## config.mk

```make
export PLATFORM = sky130hd
export DESIGN_NAME = rvs_regs
export DESIGN_NICKNAME = d
export VERILOG_FILES = /design/src/hw/rvs_pkg.sv /design/src/hw/rvs_regs.sv /design/src/hw/rvs_slot_timer.sv
export SDC_FILE = /design/constraint.sdc
export NUM_CORES = 1
export LEC_CHECK = 0
export BUFFER_PORTS_ARGS = -buffer_cell sky130_fd_sc_hd__buf_2
export CAP_MARGIN = 25
export CORE_UTILIZATION = 58
export CTS_CLUSTER_DIAMETER = 150
export DETAILED_ROUTE_END_ITERATION = 10
export GPL_TIMING_DRIVEN = 1
export PLACE_DENSITY = 0.91
export SLEW_MARGIN = 20
export SYNTH_ARGS = -nofsm -noshare
export SYNTH_HDL_FRONTEND = slang
export SYNTH_SLANG_ARGS = --single-unit
```

## constraint.sdc

```tcl
create_clock -name clk_i -period 6.35 [get_ports clk_i]
set_input_delay 1.27 -clock clk_i [delete_from_list [all_inputs] [get_ports clk_i]]
set_output_delay 1.27 -clock clk_i [all_outputs]
set_load 0.02 [all_outputs]
```

## src/hw/rvs_pkg.sv

```systemverilog
// shared constants for the regulator voltage and sequencing register bank
package rvs_pkg;
    // register offsets on the byte-wide register port
    localparam logic [7:0] ADDR_CH6_TARGET = 8'h09;
    localparam logic [7:0] ADDR_CH7_TARGET = 8'h0a;
    localparam logic [7:0] ADDR_SLOT_CH12 = 8'h0b;
    localparam logic [7:0] ADDR_SLOT_CH34 = 8'h0c;
    localparam logic [7:0] ADDR_SLOT_CH56 = 8'h0d;
    localparam logic [7:0] ADDR_SEQUENCING = 8'h0f;
    // reset values
    localparam logic [7:0] RST_CH7_TARGET = 8'hb3;
    localparam logic [7:0] RST_CH6_TARGET = 8'h00;
    localparam logic [2:0] RST_SLOT_CODE = 3'h0;
    localparam logic [1:0] RST_SPEED = 2'h0;
    // field layout
    localparam int CODE_W = 3;
    localparam int LO_LSB = 0;
    localparam int HI_LSB = 3;
    localparam int SPEED_LSB = 6;
    localparam int CMD_LSB = 4;
    localparam int NUM_CH = 6;
    // sequence commands and slot codes
    localparam logic [1:0] CMD_UP = 2'h1;
    localparam logic [1:0] CMD_DOWN = 2'h2;
    localparam logic [2:0] SLOT_OFF = 3'h0;
    localparam logic [2:0] SLOT_FIRST = 3'h1;
    localparam logic [2:0] SLOT_LAST = 3'h7;
    // code-to-voltage mapping: mv = BASE_MV + (code - CODE_MIN) * STEP_MV
    localparam logic [7:0] CODE_MIN = 8'h10;
    localparam int BASE_MV = 1500;
    localparam int STEP_MV = 8;
    // timing
    localparam int CLK_PERIOD_NS = 25;
    localparam int SLOT_UNIT_US = 500;
    localparam int SLOT_UNIT_CYCLES = SLOT_UNIT_US * 1000 / CLK_PERIOD_NS;
    localparam int SLOT_CNT_W = 17;
    // sequencer states, gray along idle-up and idle-down
    typedef enum logic [1:0] {
        RVS_IDLE = 2'b00,
        RVS_UP = 2'b01,
        RVS_DOWN = 2'b10
    } rvs_state_t;
endpackage

```

## src/hw/rvs_regs.sv

```systemverilog
// regulator target-voltage and sequencing-slot register bank with slot sequencer
`timescale 1ns/10ps
module rvs_regs #(
    parameter int SLOT_UNIT_CYCLES = rvs_pkg::SLOT_UNIT_CYCLES
) (
    input wire logic clk_i,
    input wire logic nrst_i,
    input wire logic [7:0] reg_addr_i,
    input wire logic [7:0] reg_wdata_i,
    input wire logic reg_wr_i,
    input wire logic reg_rd_i,
    input wire logic [rvs_pkg::NUM_CH-1:0] sw_enable_i,
    output logic [7:0] reg_rdata_o,
    output logic [7:0] ch6_target_code_o,
    output logic [7:0] ch7_target_code_o,
    output logic [1:0] target_reserved_o,
    output logic [rvs_pkg::NUM_CH-1:0] ch_enable_o,
    output logic seq_on_o,
    output logic [2:0] seq_slot_o
);
    logic [2:0] slot_code [rvs_pkg::NUM_CH];
    logic [1:0] seq_speed;
    logic seq_on;
    logic [2:0] cur_slot;
    logic [rvs_pkg::NUM_CH-1:0] seq_en;
    rvs_pkg::rvs_state_t state;
    rvs_pkg::rvs_state_t next_state;
    logic [2:0] next_slot;
    logic next_seq_on;
    logic [rvs_pkg::NUM_CH-1:0] next_seq_en;
    logic [rvs_pkg::NUM_CH-1:0] slot_hit;
    logic [rvs_pkg::NUM_CH-1:0] next_ch_enable;
    logic tick;

    // write decode
    logic wr_ch6;
    logic wr_ch7;
    logic wr_seqctl;
    logic cmd_up;
    logic cmd_down;
    logic [1:0] wr_cmd;
    assign wr_ch6 = reg_wr_i && (reg_addr_i == rvs_pkg::ADDR_CH6_TARGET);
    assign wr_ch7 = reg_wr_i && (reg_addr_i == rvs_pkg::ADDR_CH7_TARGET);
    assign wr_seqctl = reg_wr_i && (reg_addr_i == rvs_pkg::ADDR_SEQUENCING);
    assign wr_cmd = reg_wdata_i[rvs_pkg::CMD_LSB +: 2];
    assign cmd_up = wr_seqctl && (wr_cmd == rvs_pkg::CMD_UP);
    assign cmd_down = wr_seqctl && (wr_cmd == rvs_pkg::CMD_DOWN);

    // target codes, all 8 bits stored so 0xff reaches the top step; reserved codes kept as
    // written and only flagged, since blocking them would hide a host mistake
    always_ff @(posedge clk_i) begin
        if (!nrst_i) begin
            ch6_target_code_o <= rvs_pkg::RST_CH6_TARGET;
            ch7_target_code_o <= rvs_pkg::RST_CH7_TARGET;
            target_reserved_o <= 2'h0;
        end else begin
            if (wr_ch6) ch6_target_code_o <= reg_wdata_i;
            if (wr_ch7) ch7_target_code_o <= reg_wdata_i;
            target_reserved_o <= {ch7_target_code_o < rvs_pkg::CODE_MIN,
                                  ch6_target_code_o < rvs_pkg::CODE_MIN};
        end
    end

    // slot codes, two per register; bits 7:6 are never stored
    genvar gi;
    generate
        for (gi = 0; gi < rvs_pkg::NUM_CH; gi++) begin : g_slot
            localparam logic [7:0] REG_ADDR = rvs_pkg::ADDR_SLOT_CH12 + 8'(gi / 2);
            localparam int FLD_LSB = (gi % 2 == 1) ? rvs_pkg::HI_LSB : rvs_pkg::LO_LSB;
            logic wr_here;
            assign wr_here = reg_wr_i && (reg_addr_i == REG_ADDR);
            always_ff @(posedge clk_i) begin
                if (!nrst_i) begin
                    slot_code[gi] <= rvs_pkg::RST_SLOT_CODE;
                end else if (wr_here) begin
                    slot_code[gi] <= reg_wdata_i[FLD_LSB +: rvs_pkg::CODE_W];
                end
            end
            // channels whose code matches the slot being entered switch together
            assign slot_hit[gi] = (slot_code[gi] != rvs_pkg::SLOT_OFF) &&
                                  (slot_code[gi] == next_slot);
            // code 000 hands the channel to its software enable
            assign next_ch_enable[gi] = (slot_code[gi] == rvs_pkg::SLOT_OFF) ?
                                        sw_enable_i[gi] : next_seq_en[gi];
        end
    endgenerate

    // speed field
    always_ff @(posedge clk_i) begin
        if (!nrst_i) begin
            seq_speed <= rvs_pkg::RST_SPEED;
        end else if (wr_seqctl) begin
            seq_speed <= reg_wdata_i[rvs_pkg::SPEED_LSB +: 2];
        end
    end

    rvs_slot_timer #(
        .UNIT_CYCLES(SLOT_UNIT_CYCLES)
    ) u_timer (
        .clk_i(clk_i),
        .nrst_i(nrst_i),
        .restart_i(cmd_up || cmd_down),
        .speed_i(seq_speed),
        .tick_o(tick)
    );

    // sequencer next state; a new command overrides one in progress, code 11 is ignored
    always_comb begin
        next_state = state;
        next_slot = cur_slot;
        next_seq_on = seq_on;
        if (cmd_up) begin
            next_state = rvs_pkg::RVS_UP;
            next_slot = rvs_pkg::SLOT_FIRST;
            next_seq_on = 1'b1;
        end else if (cmd_down) begin
            next_state = rvs_pkg::RVS_DOWN;
            next_slot = rvs_pkg::SLOT_LAST;
            next_seq_on = 1'b0;
        end else if (tick) begin
            unique case (state)
                rvs_pkg::RVS_IDLE: begin
                    next_state = rvs_pkg::RVS_IDLE;
                end
                rvs_pkg::RVS_UP: begin
                    if (cur_slot == rvs_pkg::SLOT_LAST) begin
                        next_state = rvs_pkg::RVS_IDLE;
                        next_slot = rvs_pkg::SLOT_OFF;
                    end else begin
                        next_slot = cur_slot + 3'h1;
                    end
                end
                rvs_pkg::RVS_DOWN: begin
                    if (cur_slot == rvs_pkg::SLOT_FIRST) begin
                        next_state = rvs_pkg::RVS_IDLE;
                        next_slot = rvs_pkg::SLOT_OFF;
                    end else begin
                        next_slot = cur_slot - 3'h1;
                    end
                end
                default: begin
                    next_state = rvs_pkg::RVS_IDLE;
                    next_slot = rvs_pkg::SLOT_OFF;
                end
            endcase
        end
    end

    // enables gathered while stepping; only the slot being entered changes
    always_comb begin
        next_seq_en = seq_en;
        if (next_state == rvs_pkg::RVS_UP && (cmd_up || next_slot != cur_slot)) begin
            next_seq_en = seq_en | slot_hit;
        end else if (next_state == rvs_pkg::RVS_DOWN && (cmd_down || next_slot != cur_slot)) begin
            next_seq_en = seq_en & ~slot_hit;
        end
    end

    // sequencer registers and enable outputs
    always_ff @(posedge clk_i) begin
        if (!nrst_i) begin
            state <= rvs_pkg::RVS_IDLE;
            cur_slot <= rvs_pkg::SLOT_OFF;
            seq_on <= 1'b0;
            seq_en <= '0;
            ch_enable_o <= '0;
        end else begin
            state <= next_state;
            cur_slot <= next_slot;
            seq_on <= next_seq_on;
            seq_en <= next_seq_en;
            ch_enable_o <= next_ch_enable;
        end
    end

    // read mux; unused bits and command field read zero
    logic [7:0] rd_mux;
    assign rd_mux =
        (reg_addr_i == rvs_pkg::ADDR_CH6_TARGET) ? ch6_target_code_o :
        (reg_addr_i == rvs_pkg::ADDR_CH7_TARGET) ? ch7_target_code_o :
        (reg_addr_i == rvs_pkg::ADDR_SLOT_CH12) ? {2'h0, slot_code[1], slot_code[0]} :
        (reg_addr_i == rvs_pkg::ADDR_SLOT_CH34) ? {2'h0, slot_code[3], slot_code[2]} :
        (reg_addr_i == rvs_pkg::ADDR_SLOT_CH56) ? {2'h0, slot_code[5], slot_code[4]} :
        (reg_addr_i == rvs_pkg::ADDR_SEQUENCING) ? {seq_speed, 2'h0, seq_on, cur_slot} :
        8'h00;

    // read data held until the next read strobe
    always_ff @(posedge clk_i) begin
        if (!nrst_i) begin
            reg_rdata_o <= 8'h00;
            seq_on_o <= 1'b0;
            seq_slot_o <= 3'h0;
        end else begin
            if (reg_rd_i) reg_rdata_o <= rd_mux;
            seq_on_o <= seq_on;
            seq_slot_o <= cur_slot;
        end
    end
endmodule

```

## src/hw/rvs_slot_timer.sv

```systemverilog
// slot period timer for the power sequencer
`timescale 1ns/10ps
module rvs_slot_timer #(
    parameter int UNIT_CYCLES = rvs_pkg::SLOT_UNIT_CYCLES
) (
    input wire logic clk_i,
    input wire logic nrst_i,
    input wire logic restart_i,
    input wire logic [1:0] speed_i,
    output logic tick_o
);
    logic [rvs_pkg::SLOT_CNT_W-1:0] cnt;
    logic [rvs_pkg::SLOT_CNT_W-1:0] period_last;
    logic at_last;

    // slot length is (speed + 1) units of 500 us; >= stops a speed change in mid-slot
    // from letting the count run on past the new end
    assign period_last = rvs_pkg::SLOT_CNT_W'((int'(speed_i) + 1) * UNIT_CYCLES - 1);
    assign at_last = (cnt >= period_last);
    // tick straight from the compare, so the first slot is no longer than the others
    assign tick_o = at_last && !restart_i;

    // restart realigns the slot grid to the command
    always_ff @(posedge clk_i) begin
        if (!nrst_i) begin
            cnt <= '0;
        end else begin
            cnt <= (restart_i || at_last) ? '0 : cnt + 1'b1;
        end
    end
endmodule

```

==> Word-level counts from Yosys, hierarchy flattened <==
Memories as Yosys holds them, arrays and structs flattened.
Cells that the tools add are included.
W data, S select, Z words.
{ "totals": {"word_cells": 135, "memories": 1, "mem_bits_rw": 18, "out_inout_bits": 36, "inputBits": 26, "latchBits": 0, "register_bits": 67, "mem_bits_ro": 0} }
{ "classes": {"n_shift": 0, "n_mul": 1, "bitwise_logic": 10, "magnitude_cmp": 3, "mux": 44, "div_mod_pow": 0, "add_sub_neg": 5, "n_eq_ne": 21, "reduce_logical": 37} }
{ "memory_table": {"columns": ["memory", "words", "width", "rd", "rd_ports_with_merged_regs", "wr", "line_no", "text"], "rows": [
  ["slot_code", 6, 3, 6, 0, 6, "rvs_regs.sv:21", "logic [2:0] slot_code [rvs_pkg::NUM_CH];"]
]} }
{ "ops": {"columns": ["operator", "n"], "rows": [
  ["$eq A8 B4 Y1 const B", 6],
  ["$mux W8", 6],
  ["$mux W3", 11],
  ["$mul A32 B11 Y12 const B", 1],
  ["$eq A3 B3 Y1", 6],
  ["$logic_not A3 Y1", 6],
  ["$mux W1", 18],
  ["$reduce_bool A3 Y1", 6],
  ["$add A17 B1 Y17 const B", 1],
  ["$ge A17 B17 Y1", 1],
  ["$logic_and A1 B1 Y1", 17],
  ["$sub A17 B2 Y17 const B", 1],
  ["$lt A8 B5 Y1 const B", 2],
  ["$mux W6", 2],
  ["$mux W2", 5],
  ["$pmux W3 S3", 1],
  ["$and A6 B6 Y6", 1],
  ["$eq A2 B1 Y1 const B", 3],
  ["$eq A2 B2 Y1 const B", 3],
  ["$not A6 Y6", 1],
  ["$or A1 B1 Y1", 6],
  ["$or A6 B6 Y6", 1],
  ["$logic_or A1 B1 Y1", 4],
  ["$pmux W2 S2", 1],
  ["11 further kinds", 11]
]} }

==> Depth between registers and ports, before layout <==
Gate-level depths: netlist of the first run.
{ "logic_depth": {"ltp_word": 16, "mapped_depth": 20, "mapped_depth_nobuf": 18} }

==> By module <==
Synthesis of the first run repeated with hierarchy kept, for this count alone.
{ "hier_totals": {"hier_cells": 531, "hier_area_um2": 4803.4} }
{ "modules_own_cells": {"columns": ["module", "area_each_um2", "seq_area_each_um2", "cells_per_inst", "n_inst"], "rows": [
  ["rvs_regs", 3619.7, 1541.5, 398, 1],
  ["rvs_slot_timer", 1183.6, 340.3, 133, 1]
]} }

==> Worst setup path after synthesis of the first run <==
OpenSTA, ideal clock, no wires.
{ "synth_timing": {"kind": "reg-to-reg", "from": "reg seq_speed[0]", "to": "reg ch_enable_o[5] (netlist name)", "t_required_ns": 6.276, "arrival_ns": 3.914, "synth_period_minus_slack_ns": 3.988, "stages_incl_launch_ff": 20, "setup_ns": 0.074, "n_path_buf": 1, "path_slack_ns": 2.362, "path_cell_list": "dfxtp_1 inv_1 ha_1 inv_1 ha_1 nor3_1 a21o_1 a22oi_1 xnor2_1 ha_1 a21oi_1 o21ai_0 a21oi_1 and2_1 buf_6 mux2_1 or2_1 xnor2_1 or4_1 a31oi_1"} }
{ "synth_via": {"elab_chain_cells": 15, "elab_cells_between_ends": 26, "cone_classes": "add/sub: 2; mul: 1; order compare: 1; eq/ne: 4; mux: 9; bitwise: 3; reduce/logical: 6"} }
{ "synth_lines": {"columns": ["item", "line_no", "text"], "rows": [
  ["from (decl)", "rvs_regs.sv:22", "logic [1:0] seq_speed;"],
  ["from (signal assigned)", "rvs_regs.sv:91", "seq_speed <= rvs_pkg::RST_SPEED;"],
  ["from (signal assigned)", "rvs_regs.sv:93", "seq_speed <= reg_wdata_i[rvs_pkg::SPEED_LSB +: 2];"],
  ["$add A2 B1 Y3 *", "rvs_slot_timer.sv:18", "assign period_last = rvs_pkg::SLOT_CNT_W'((int'(speed_i) + 1) * UNIT_CYCLES - 1);"],
  ["$mul A32 B11 Y12 *", "rvs_slot_timer.sv:18", null],
  ["$sub A17 B2 Y17 *", "rvs_slot_timer.sv:18", null],
  ["$ge A17 B17 Y1 *", "rvs_slot_timer.sv:19", "assign at_last = (cnt >= period_last);"],
  ["$logic_and A1 B1 Y1 *", "rvs_slot_timer.sv:21", "assign tick_o = at_last && !restart_i;"],
  ["$mux W3", "rvs_regs.sv:120", "end else if (tick) begin"],
  ["$mux W3", "rvs_regs.sv:116", "end else if (cmd_down) begin"],
  ["$mux W3", "rvs_regs.sv:112", "if (cmd_up) begin"],
  ["$eq A3 B3 Y1", "rvs_regs.sv:81", "(slot_code[gi] == next_slot);"],
  ["$logic_and A1 B1 Y1", "rvs_regs.sv:80", "assign slot_hit[gi] = (slot_code[gi] != rvs_pkg::SLOT_OFF) &&"],
  ["$not A6 Y6", "rvs_regs.sv:155", "next_seq_en = seq_en & ~slot_hit;"],
  ["$and A6 B6 Y6", "rvs_regs.sv:155", null],
  ["$mux W6", "rvs_regs.sv:154", "end else if (next_state == rvs_pkg::RVS_DOWN && (cmd_down || next_slot != cur_slot)) begin"],
  ["$mux W6 *", "rvs_regs.sv:152", "if (next_state == rvs_pkg::RVS_UP && (cmd_up || next_slot != cur_slot)) begin"],
  ["$mux W1 *", "rvs_regs.sv:83", "assign next_ch_enable[gi] = (slot_code[gi] == rvs_pkg::SLOT_OFF) ?"],
  ["to (signal assigned)", "rvs_regs.sv:172", "ch_enable_o <= next_ch_enable;"],
  ["to (decl)", "rvs_regs.sv:17", "output logic [rvs_pkg::NUM_CH-1:0] ch_enable_o,"]
]} }
Every way passes the cells marked *; elsewhere a longest branch is shown, timed or not.
A chain may end at the register's enable or synchronous reset.

==> Final worst setup path of the first run <==
Same ends and word-level chain as after synthesis.

==> results of run 1 <==
## synth_stat cells, types with 3 or more instances
cell type and count:
mux2i_1 5, nand4_1 4, a222oi_1 4, nor2_1 50
o211ai_1 4, o22ai_1 3, a311oi_1 5, nand2_1 61
o31ai_1 5, nor4_1 4, mux2_2 4, o21ai_0 30
inv_1 20, and2_1 19, a31oi_1 8, or4_1 3
or3_1 15, nand3_1 26, dfxtp_1 67, xor2_1 8
xnor2_1 19, o311ai_1 5, nor3_1 8, ha_1 28
a21oi_1 44, edfxtp_1 18, and3_1 6, a22oi_1 8
clkbuf_1 19
## cell families after synthesis
kind of cell	count (synthesis)	synth area share [%]
AO/OA/AOI/OAI	137	19.5
buffers and inverters	45	3.84
other	1	0.0804
adder cells (fa/ha/maj)	28	7.51
XOR/XNOR	27	5.07
AND/OR/NAND/NOR	206	21.1
flip-flops	85	40.3
multiplexers	11	2.52
## where the power goes
part | internal [mW] | switching (mW)
Combinational | 0.0250 | 0.0489
Clock | 0.224 | 0.205
Sequential | 0.562 | 0.0116
Total | 0.811 | 0.265
## critical path, stage by stage, from the launching register on
cell,delay [ns]
dfxtp_1,0.51
inv_1,0.22
ha_1,0.27
inv_1,0.06
ha_1,0.20
nor3_1,0.07
a21o_1,0.15
a22oi_1,0.22
xnor2_1,0.15
ha_1,0.27
a21oi_1,0.16
o21ai_0,0.09
a21oi_1,0.24
and2_1,0.40
mux2_1,0.49
or2_1,0.28
xnor2_1,0.15
or4_1,0.53
a31oi_1,0.17
## stage by stage
stage          instance area (µm²)  setup WS, ns
3_3_place_gp                  5020          1.71
2_1_floorplan                 4660          2.36
5_1_grt                       5250          1.10
3_5_place_dp                  5020          1.51
4_1_cts                       5250          1.49
6_report                      5250          1.65
## cell type report
type	instances	area (µm²)	area share, %
Clock inverter	7	97.6	1.86
Multi-Input combinational cell	410	2610	49.7
Timing Repair Buffer	64	328	6.24
Inverter	22	82.6	1.57
Sequential cell	85	1880	35.8
Clock buffer	9	124	2.36
Tap cell	102	128	2.43
## metal layers
layer,routed length [µm],GRT usage [%],vias to the layer above
met5,0,0,-
met4,321,12.3,0
met3,1060,6.22,36
met2,5660,48.4,234
met1,4940,38.1,2039
li1,-,-,2054
## state kept, by name, indices dropped and copies added (netlist names)
| name | cells |
|---|---|
| slot_code | 18 |
| u_timer.cnt | 17 |
| ch6_target_code_o | 8 |
| ch7_target_code_o | 8 |
| reg_rdata_o | 8 |
| ch_enable_o | 6 |
| seq_en | 6 |
| cur_slot | 3 |
| seq_slot_o | 3 |
| seq_speed | 2 |
| state | 2 |
| target_reserved_o | 2 |
| seq_on | 1 |
| seq_on_o | 1 |
## worst paths after layout
kind | endpoint | from | cells past startpoint | slack (ns)
setup / recovery | ch_enable_o[5]$_SDFF_PN0_ | seq_speed[0]$_SDFFE_PN0P_ | 18 | 1.65
hold / removal | seq_en[5]$_SDFF_PN0_ | seq_en[5]$_SDFF_PN0_ | 2 | 0.47
setup reg to reg | ch_enable_o[5]$_SDFF_PN0_ | seq_speed[0]$_SDFFE_PN0P_ | 18 | 1.65
hold reg to reg | seq_en[5]$_SDFF_PN0_ | seq_en[5]$_SDFF_PN0_ | 2 | 0.47
## placed cells by master (no fill, tap or decap), types with 5 or more instances in the layout
| master | Yosys | final |
|---|---|---|
| edfxtp_1 | 18 | 18 |
| ha_1 | 28 | 28 |
| nand3_1 | 26 | 26 |
| nor2_1 | 50 | 50 |
| inv_1 | 20 | 20 |
| mux2i_1 | 5 | 5 |
| a21oi_1 | 44 | 44 |
| o21ai_0 | 30 | 30 |
| clkbuf_8 | 0 | 9 |
| buf_2 | 1 | 61 |
| xnor2_1 | 19 | 19 |
| or3_1 | 15 | 15 |
| nand2_1 | 61 | 61 |
| o31ai_1 | 5 | 5 |
| a22oi_1 | 8 | 8 |
| nor3_1 | 8 | 8 |
| and3_1 | 6 | 6 |
| o311ai_1 | 5 | 5 |
| xor2_1 | 8 | 8 |
| and2_1 | 19 | 19 |
| dfxtp_1 | 67 | 67 |
| a31oi_1 | 8 | 8 |
==> impl_results.md, run 1 <==
* Status: completed
* # nets final at 646
* DP Cell Count at 683
* Die W at 91.7 µm
* PortBufs at approximately 60
* F_max at about 0.21 GHz
* CTS tree: built
* Antenna Cells at 0
* WS Path Type: reg -> reg
* Hold slack at 0.475 ns
* Root Buffer: clkbuf_8
* Finished Layout Cells at 699
* Yosys top cell area share at between 20% and 30%
* Initial DRC Count at 417
* # IOs at 62
* Post-CTS sizing at 0
* Final Hold Vio Count at 0
* H-tree depth at 3
* Routability cong. at roughly 0.93
* Die height at 91.7 µm
* Hold Crit Class: reg -> reg
* Final period util at 74.1%
* DP HPWL at between 8000 and 9000 µm
* Die area at 0.00841 mm²
* Total GRT Usage at 29.6%
* CTS Hold Bufs at 0
* GRT Residual Overflow at 0
* Routed via count at 4,363
* Asr flop ratio synth at 0%
* Area contributors post-synth: dfxtp_1 29%, edfxtp_1 12%, ha_1 7.5%
* Syn nets at 594
* Share of layout cells above drive strength 1 at 15.4%
* Post-Route Skew at a little over 0.008 ns
* Via density at around 6.2
* CP required at approximately 6.6 ns
* Synth unique cells at 60
* DR WL/cell at roughly 17 µm
* Core box area at slightly below 0.008 mm²
* Lkg Pwr at 2.05 nW
* Residual DRC at 0
* Syn_area_per_cell at 8.64 µm²
* Critical Path Fanout Max at 11
* Clk_lat worst skew at 0.35 ns
* Critical Path AT at 4.99 ns
* YS warnings at 0
* Wire length of the first global-routing pass at 19,700 µm
* Slew Viols, Final at 0
* Maximum vdd drop at 0.000151 V
* Final Setup Violations at 0
* Clock slew at reported path FFs at 0.09 ns
* Setup crit end kind: flop
* Final Critical Period at 4.70 ns
* Seq/Total Area, Yosys at 40.3%
* Tightest Pin Transition at 0.670 ns
* Max-cap violation count at 0
* Synth area leader: dfxtp_1
* EDFF count, synth at 18
* Antenna violation net count after detailed routing at 0
* Relative slew slack at 55.4%
* Cts bufs inserted at 9
* Fill cells at 623
* Util after Layout at around two thirds
* Most used DFF post-synth: dfxtp_1
* DRT Wirelength at 12,000 µm
* Initial core utilization at between 60% and 70%
* Nature of the critical path startpoint: flop
* Area Growth Syn to Fin at 12.6%
* Post-Synthesis Cells at 540
* Clk sinks at 85
* Initial antenna violation count at 0
* # rows at 32
* Post-CTS setup buffer count at 0
* Synth Register Bits at 85
* Vias in the first global route at approximately 4.1k
* PwrDens at around 200 mW/mm²
* Longest Clk Path Bufs at 2
* Drt pass-1 iters at 5
* Synth Cell Area at 0.00466 mm²
* Largest net degree at the start of global routing at 34
* Power, Total at 1.08 mW
* RSZ-0062 raised after global routing: false
* Setup TNS after final layout at 0 ns
Power figures use the tool's default switching activity.
==> inputs of run 2 (changes only) <==
--- a/config.mk
+++ b/config.mk
@@ -5,13 +5,14 @@
 export SDC_FILE = /design/constraint.sdc
 export NUM_CORES = 1
 export LEC_CHECK = 0
+export ABC_AREA = 1
 export BUFFER_PORTS_ARGS = -buffer_cell sky130_fd_sc_hd__buf_2
 export CAP_MARGIN = 25
-export CORE_UTILIZATION = 58
+export CORE_UTILIZATION = 53
 export CTS_CLUSTER_DIAMETER = 150
 export DETAILED_ROUTE_END_ITERATION = 10
 export GPL_TIMING_DRIVEN = 1
-export PLACE_DENSITY = 0.91
+export PLACE_DENSITY = 0.88
 export SLEW_MARGIN = 20
 export SYNTH_ARGS = -nofsm -noshare
 export SYNTH_HDL_FRONTEND = slang
==> constraint.sdc (replaced) <==
create_clock -name clk_i -period 3.9 [get_ports clk_i]
set_input_delay 0.78 -clock clk_i [delete_from_list [all_inputs] [get_ports clk_i]]
set_output_delay 0.78 -clock clk_i [all_outputs]
set_load 0.02 [all_outputs]
==> impl_results.md, run 2 <==
* Status: completed
* Setup TNS after final layout at 0 ns (unchanged)
* Routability cong. at 0.979 (+5.7%)
* Area contributors post-synth: dfxtp_1 28%, edfxtp_1 11%, nand2_1 9.7%
* EDFF count, synth at 18 (unchanged)
* Total GRT Usage at 26.6% (-3.0 points)
* Slowest CP cell: dfxtp_4
* Die height at 97.2 µm (+6.0%)
* Worst slack at placement at 0.169 ns (-1.34 ns)
* Sw power at 0.455 mW (+72%)
* Drt pass-1 iters at 6 (+1)
* Commonest non-fill, non-tap cell in the layout: nand2_1
* Max-cap violation count at 0 (unchanged)
* Largest regs: slot_code: 18 flops, u_timer.cnt: 17 flops
* Fill cells at 784 (+26%)
* Hold Crit Class: reg -> reg
* Critical Path AT at 3.82 ns (-1.17 ns)
* Final Setup Violations at 0 (unchanged)
* Residual DRC at 0 (unchanged)
* Setup crit end kind: flop
* Buffers & Inverters on Critical Path at 3 (+1)
* CTS Hold Bufs at 0 (unchanged)
* # nets final at 752 (+16%)
* Met1 WL at 4950 µm (+0.16%)
* Critical Path Fanout Max at 8 (-3)
* F_max at 0.282 GHz (+32%)
* Worst path max stage delay at 0.39 ns (-0.14 ns)
* DR WL/cell at 15.0 µm (-13%)
* CP required at 4.17 ns (-2.46 ns)
* Count leader, synth: nand2_1
* Post-CTS setup buffer count at 0 (unchanged)
* DP HPWL at 9350 µm (+8.1%)
* Maximum vdd drop at 0.000217 V (+44%)
* Synth unique cells at 49 (-18%)
* Syn_area_per_cell at 7.54 µm² (-13%)
* Max FFs per register at 18 (unchanged)
* Initial DRC Count at 271 (-35%)
* Most flop-heavy register: slot_code
* Die W at 97.2 µm (+6.0%)
* Nature of the critical path startpoint: flop
* Post-CTS sizing at 0 (unchanged)
* Yosys top cell area share at 27.9% (-0.85 points)
* Cts bufs inserted at 9 (unchanged)
* Power, Total at 1.69 mW (+57%)
* Most used cell, CP: nand3_1
* Wire length of the first global-routing pass at 20,200 µm (+2.4%)
* Int Pwr at 1.23 mW (+52%)
* GRT Residual Overflow at 0 (unchanged)
* Gate power share at 6.4% (-0.5 points)
* Final worst setup slack at 0.350 ns (-1.30 ns)
* Vias in the first global route at 4,429 (+6.9%)
* Synth Register Bits at 85 (unchanged)
* PwrDens at 311 mW/mm² (+52%)
* Antenna Cells at 0 (unchanged)
* Clock slew at reported path FFs at 0.10 ns (about the same)
* CTS tree: built
* Antenna violation net count after detailed routing at 0 (unchanged)
* Highest routed layer: met4
* Initial core utilization at 54.8% (-5.2 points)
* Longest Clk Path Bufs at 2 (unchanged)
* Slew Viols, Final at 0 (unchanged)
* Clk_lat worst skew at 0.37 ns (+0.02 ns)
* Clk sinks at 85 (unchanged)
* Seq pwr share at 54.9% (+1.6 points)
* Util after Layout at 61.9% (-5.7 points)
* Clk pwr share at 38.7% (-1.1 points)
* DRT Wirelength at 12,100 µm (+1.3%)
* DP Cell Count at 795 (+16%)
* Via density at 5.58 (-11%)
* Critical path's top delay family: simple AND/OR/NAND/NOR gates
* Post-Synthesis Cells at 637 (+18%)
* Routed wl met3 at 813 µm (-24%)
* PortBufs at 61 (unchanged)
* Lkg Pwr at 2.57 nW (+25%)
* Syn nets at 691 (+16%)
* Share of layout cells above drive strength 1 at 16.4% (+0.95 points)
* # rows at 34 (+6.3%)
* # IOs at 62 (unchanged)
* Detail Route met2 WL at 5980 µm (+5.6%)
* Asr flop ratio synth at 0% (unchanged)
* Most used DFF post-synth: dfxtp_1
* YS warnings at 0 (unchanged)
* Most frequent cells in the layout: 123 x nand2_1, 91 x inv_1, 68 x nand3_1, 65 x dfxtp_1, 62 x nor2_1
* Final Critical Period at 3.55 ns (-1.15 ns)
* WS Path Type: reg -> reg
* Core box area at 0.00876 mm² (+13%)
* Largest net degree at the start of global routing at 36 (+5.9%)
* Tightest Pin Transition at 0.853 ns (+0.184 ns)
* Relative slew slack at 42.5% (-13 points)
* Finished Layout Cells at 811 (+16%)
* Post-Route Skew at 0.0101 ns (+0.00202 ns)
* Root Buffer: clkbuf_8
* Final period util at 91.0% (+17 points)
* Die area at 0.00945 mm² (+12%)
* Sw Ratio at 27.0% (+2.4 points)
* H-tree depth at 3 (unchanged)
* Synth Cell Area at 0.00481 mm² (+3.0%)
* Area Growth Syn to Fin at 12.9%
* Seq/Total Area, Yosys at 39.2% (-1.2 points)
* Routed via count at 4,526 (+3.7%)
* Initial antenna violation count at 0 (unchanged)
* Commonest cells in the netlist: 124 x nand2_1, 92 x inv_1, 68 x nand3_1
* Synth area leader: dfxtp_1
* Final Hold Vio Count at 0 (unchanged)
run 2: changes by cell type after synthesis, moves of 12 or more:
cell	change
nand3_1	+42
or3_1	-15
inv_1	+72
and2_1	-18
nor2_1	+12
nand2_1	+63
xnor2_1	-14
run 2: worst reg2reg max path: stages, from the launching register on:
cell	delay [ns]
dfxtp_4	0.39
inv_4	0.11
ha_1	0.18
inv_1	0.05
ha_1	0.22
a21oi_1	0.12
o21ai_0	0.13
xnor2_1	0.16
ha_1	0.31
nand2_1	0.06
nor2_1	0.17
nand3_1	0.12
nor2_1	0.10
nor2_1	0.07
nand3_2	0.14
nand3_1	0.14
nand3_4	0.18
nand2_4	0.10
nand2_1	0.08
nand3_1	0.08
nor2_1	0.17
nand3_1	0.10
nand2_1	0.10
nand3_1	0.08
nand2_1	0.07
inv_1	0.03
run 2: power by group through the flow:
| stage | Sequential [mW] | Combinational, mW | Clock [mW] |
|---|---|---|---|
| 3_5_place_dp | 0.946 | 0.106 | 0 |
| 4_1_cts | 0.926 | 0.107 | 0.657 |
| 6_report | 0.926 | 0.108 | 0.653 |
| 5_1_grt | 0.928 | 0.120 | 0.691 |
| 2_1_floorplan | 0.946 | 0.0628 | 0 |
| 3_3_place_gp | 0.946 | 0.104 | 0 |
run 2: per-stage QoR:
step / hold WS, ns / cell area [µm²]
6_report: 0.471 / 5430
5_1_grt: 0.495 / 5430
4_1_cts: 0.467 / 5410
3_5_place_dp: 0.453 / 5210
3_3_place_gp: 0.445 / 5210
2_1_floorplan: 0.419 / 4810
run 2: final timing paths:
| kind | from | endpoint | slack [ns] | cells past startpoint |
|---|---|---|---|---|
| worst max-delay path | seq_speed[0]$_SDFFE_PN0P_ | ch_enable_o[0]$_SDFF_PN0_ | 0.35 | 25 |
| worst min-delay path | reg_rdata_o[1]$_SDFFE_PN0P_ | reg_rdata_o[1]$_SDFFE_PN0P_ | 0.47 | 2 |
| worst max register to register | seq_speed[0]$_SDFFE_PN0P_ | ch_enable_o[0]$_SDFF_PN0_ | 0.35 | 25 |
| worst min register to register | reg_rdata_o[1]$_SDFFE_PN0P_ | reg_rdata_o[1]$_SDFFE_PN0P_ | 0.47 | 2 |
run 2: kinds of logic after synthesis:
family / count (synthesis) / share of synthesized area (%)
XOR/XNOR: 12 / 2.19
multiplexers: 1 / 0.208
other: 1 / 0.0780
flip-flops: 85 / 39.2
AND/OR/NAND/NOR: 304 / 30.7
buffers and inverters: 111 / 9.01
AO/OA/AOI/OAI: 95 / 11.4
adder cells (fa/ha/maj): 28 / 7.29
run 2: layout make-up:
class	count	area (µm²)	share of cell area, %
Sequential cell	85	1890	34.8
Clock buffer	10	149	2.74
Multi-Input combinational cell	441	2500	46.1
Timing Repair Buffer	65	335	6.18
Inverter	96	365	6.73
Clock inverter	6	55.1	1.01
Tap cell	108	135	2.49
run 2: per-layer routing:
metal / vias up / track usage [%]
met3: 42 / 4.75
met5: - / 0
met2: 187 / 46.3
met1: 2078 / 31.7
li1: 2219 / -
met4: 0 / 13.0
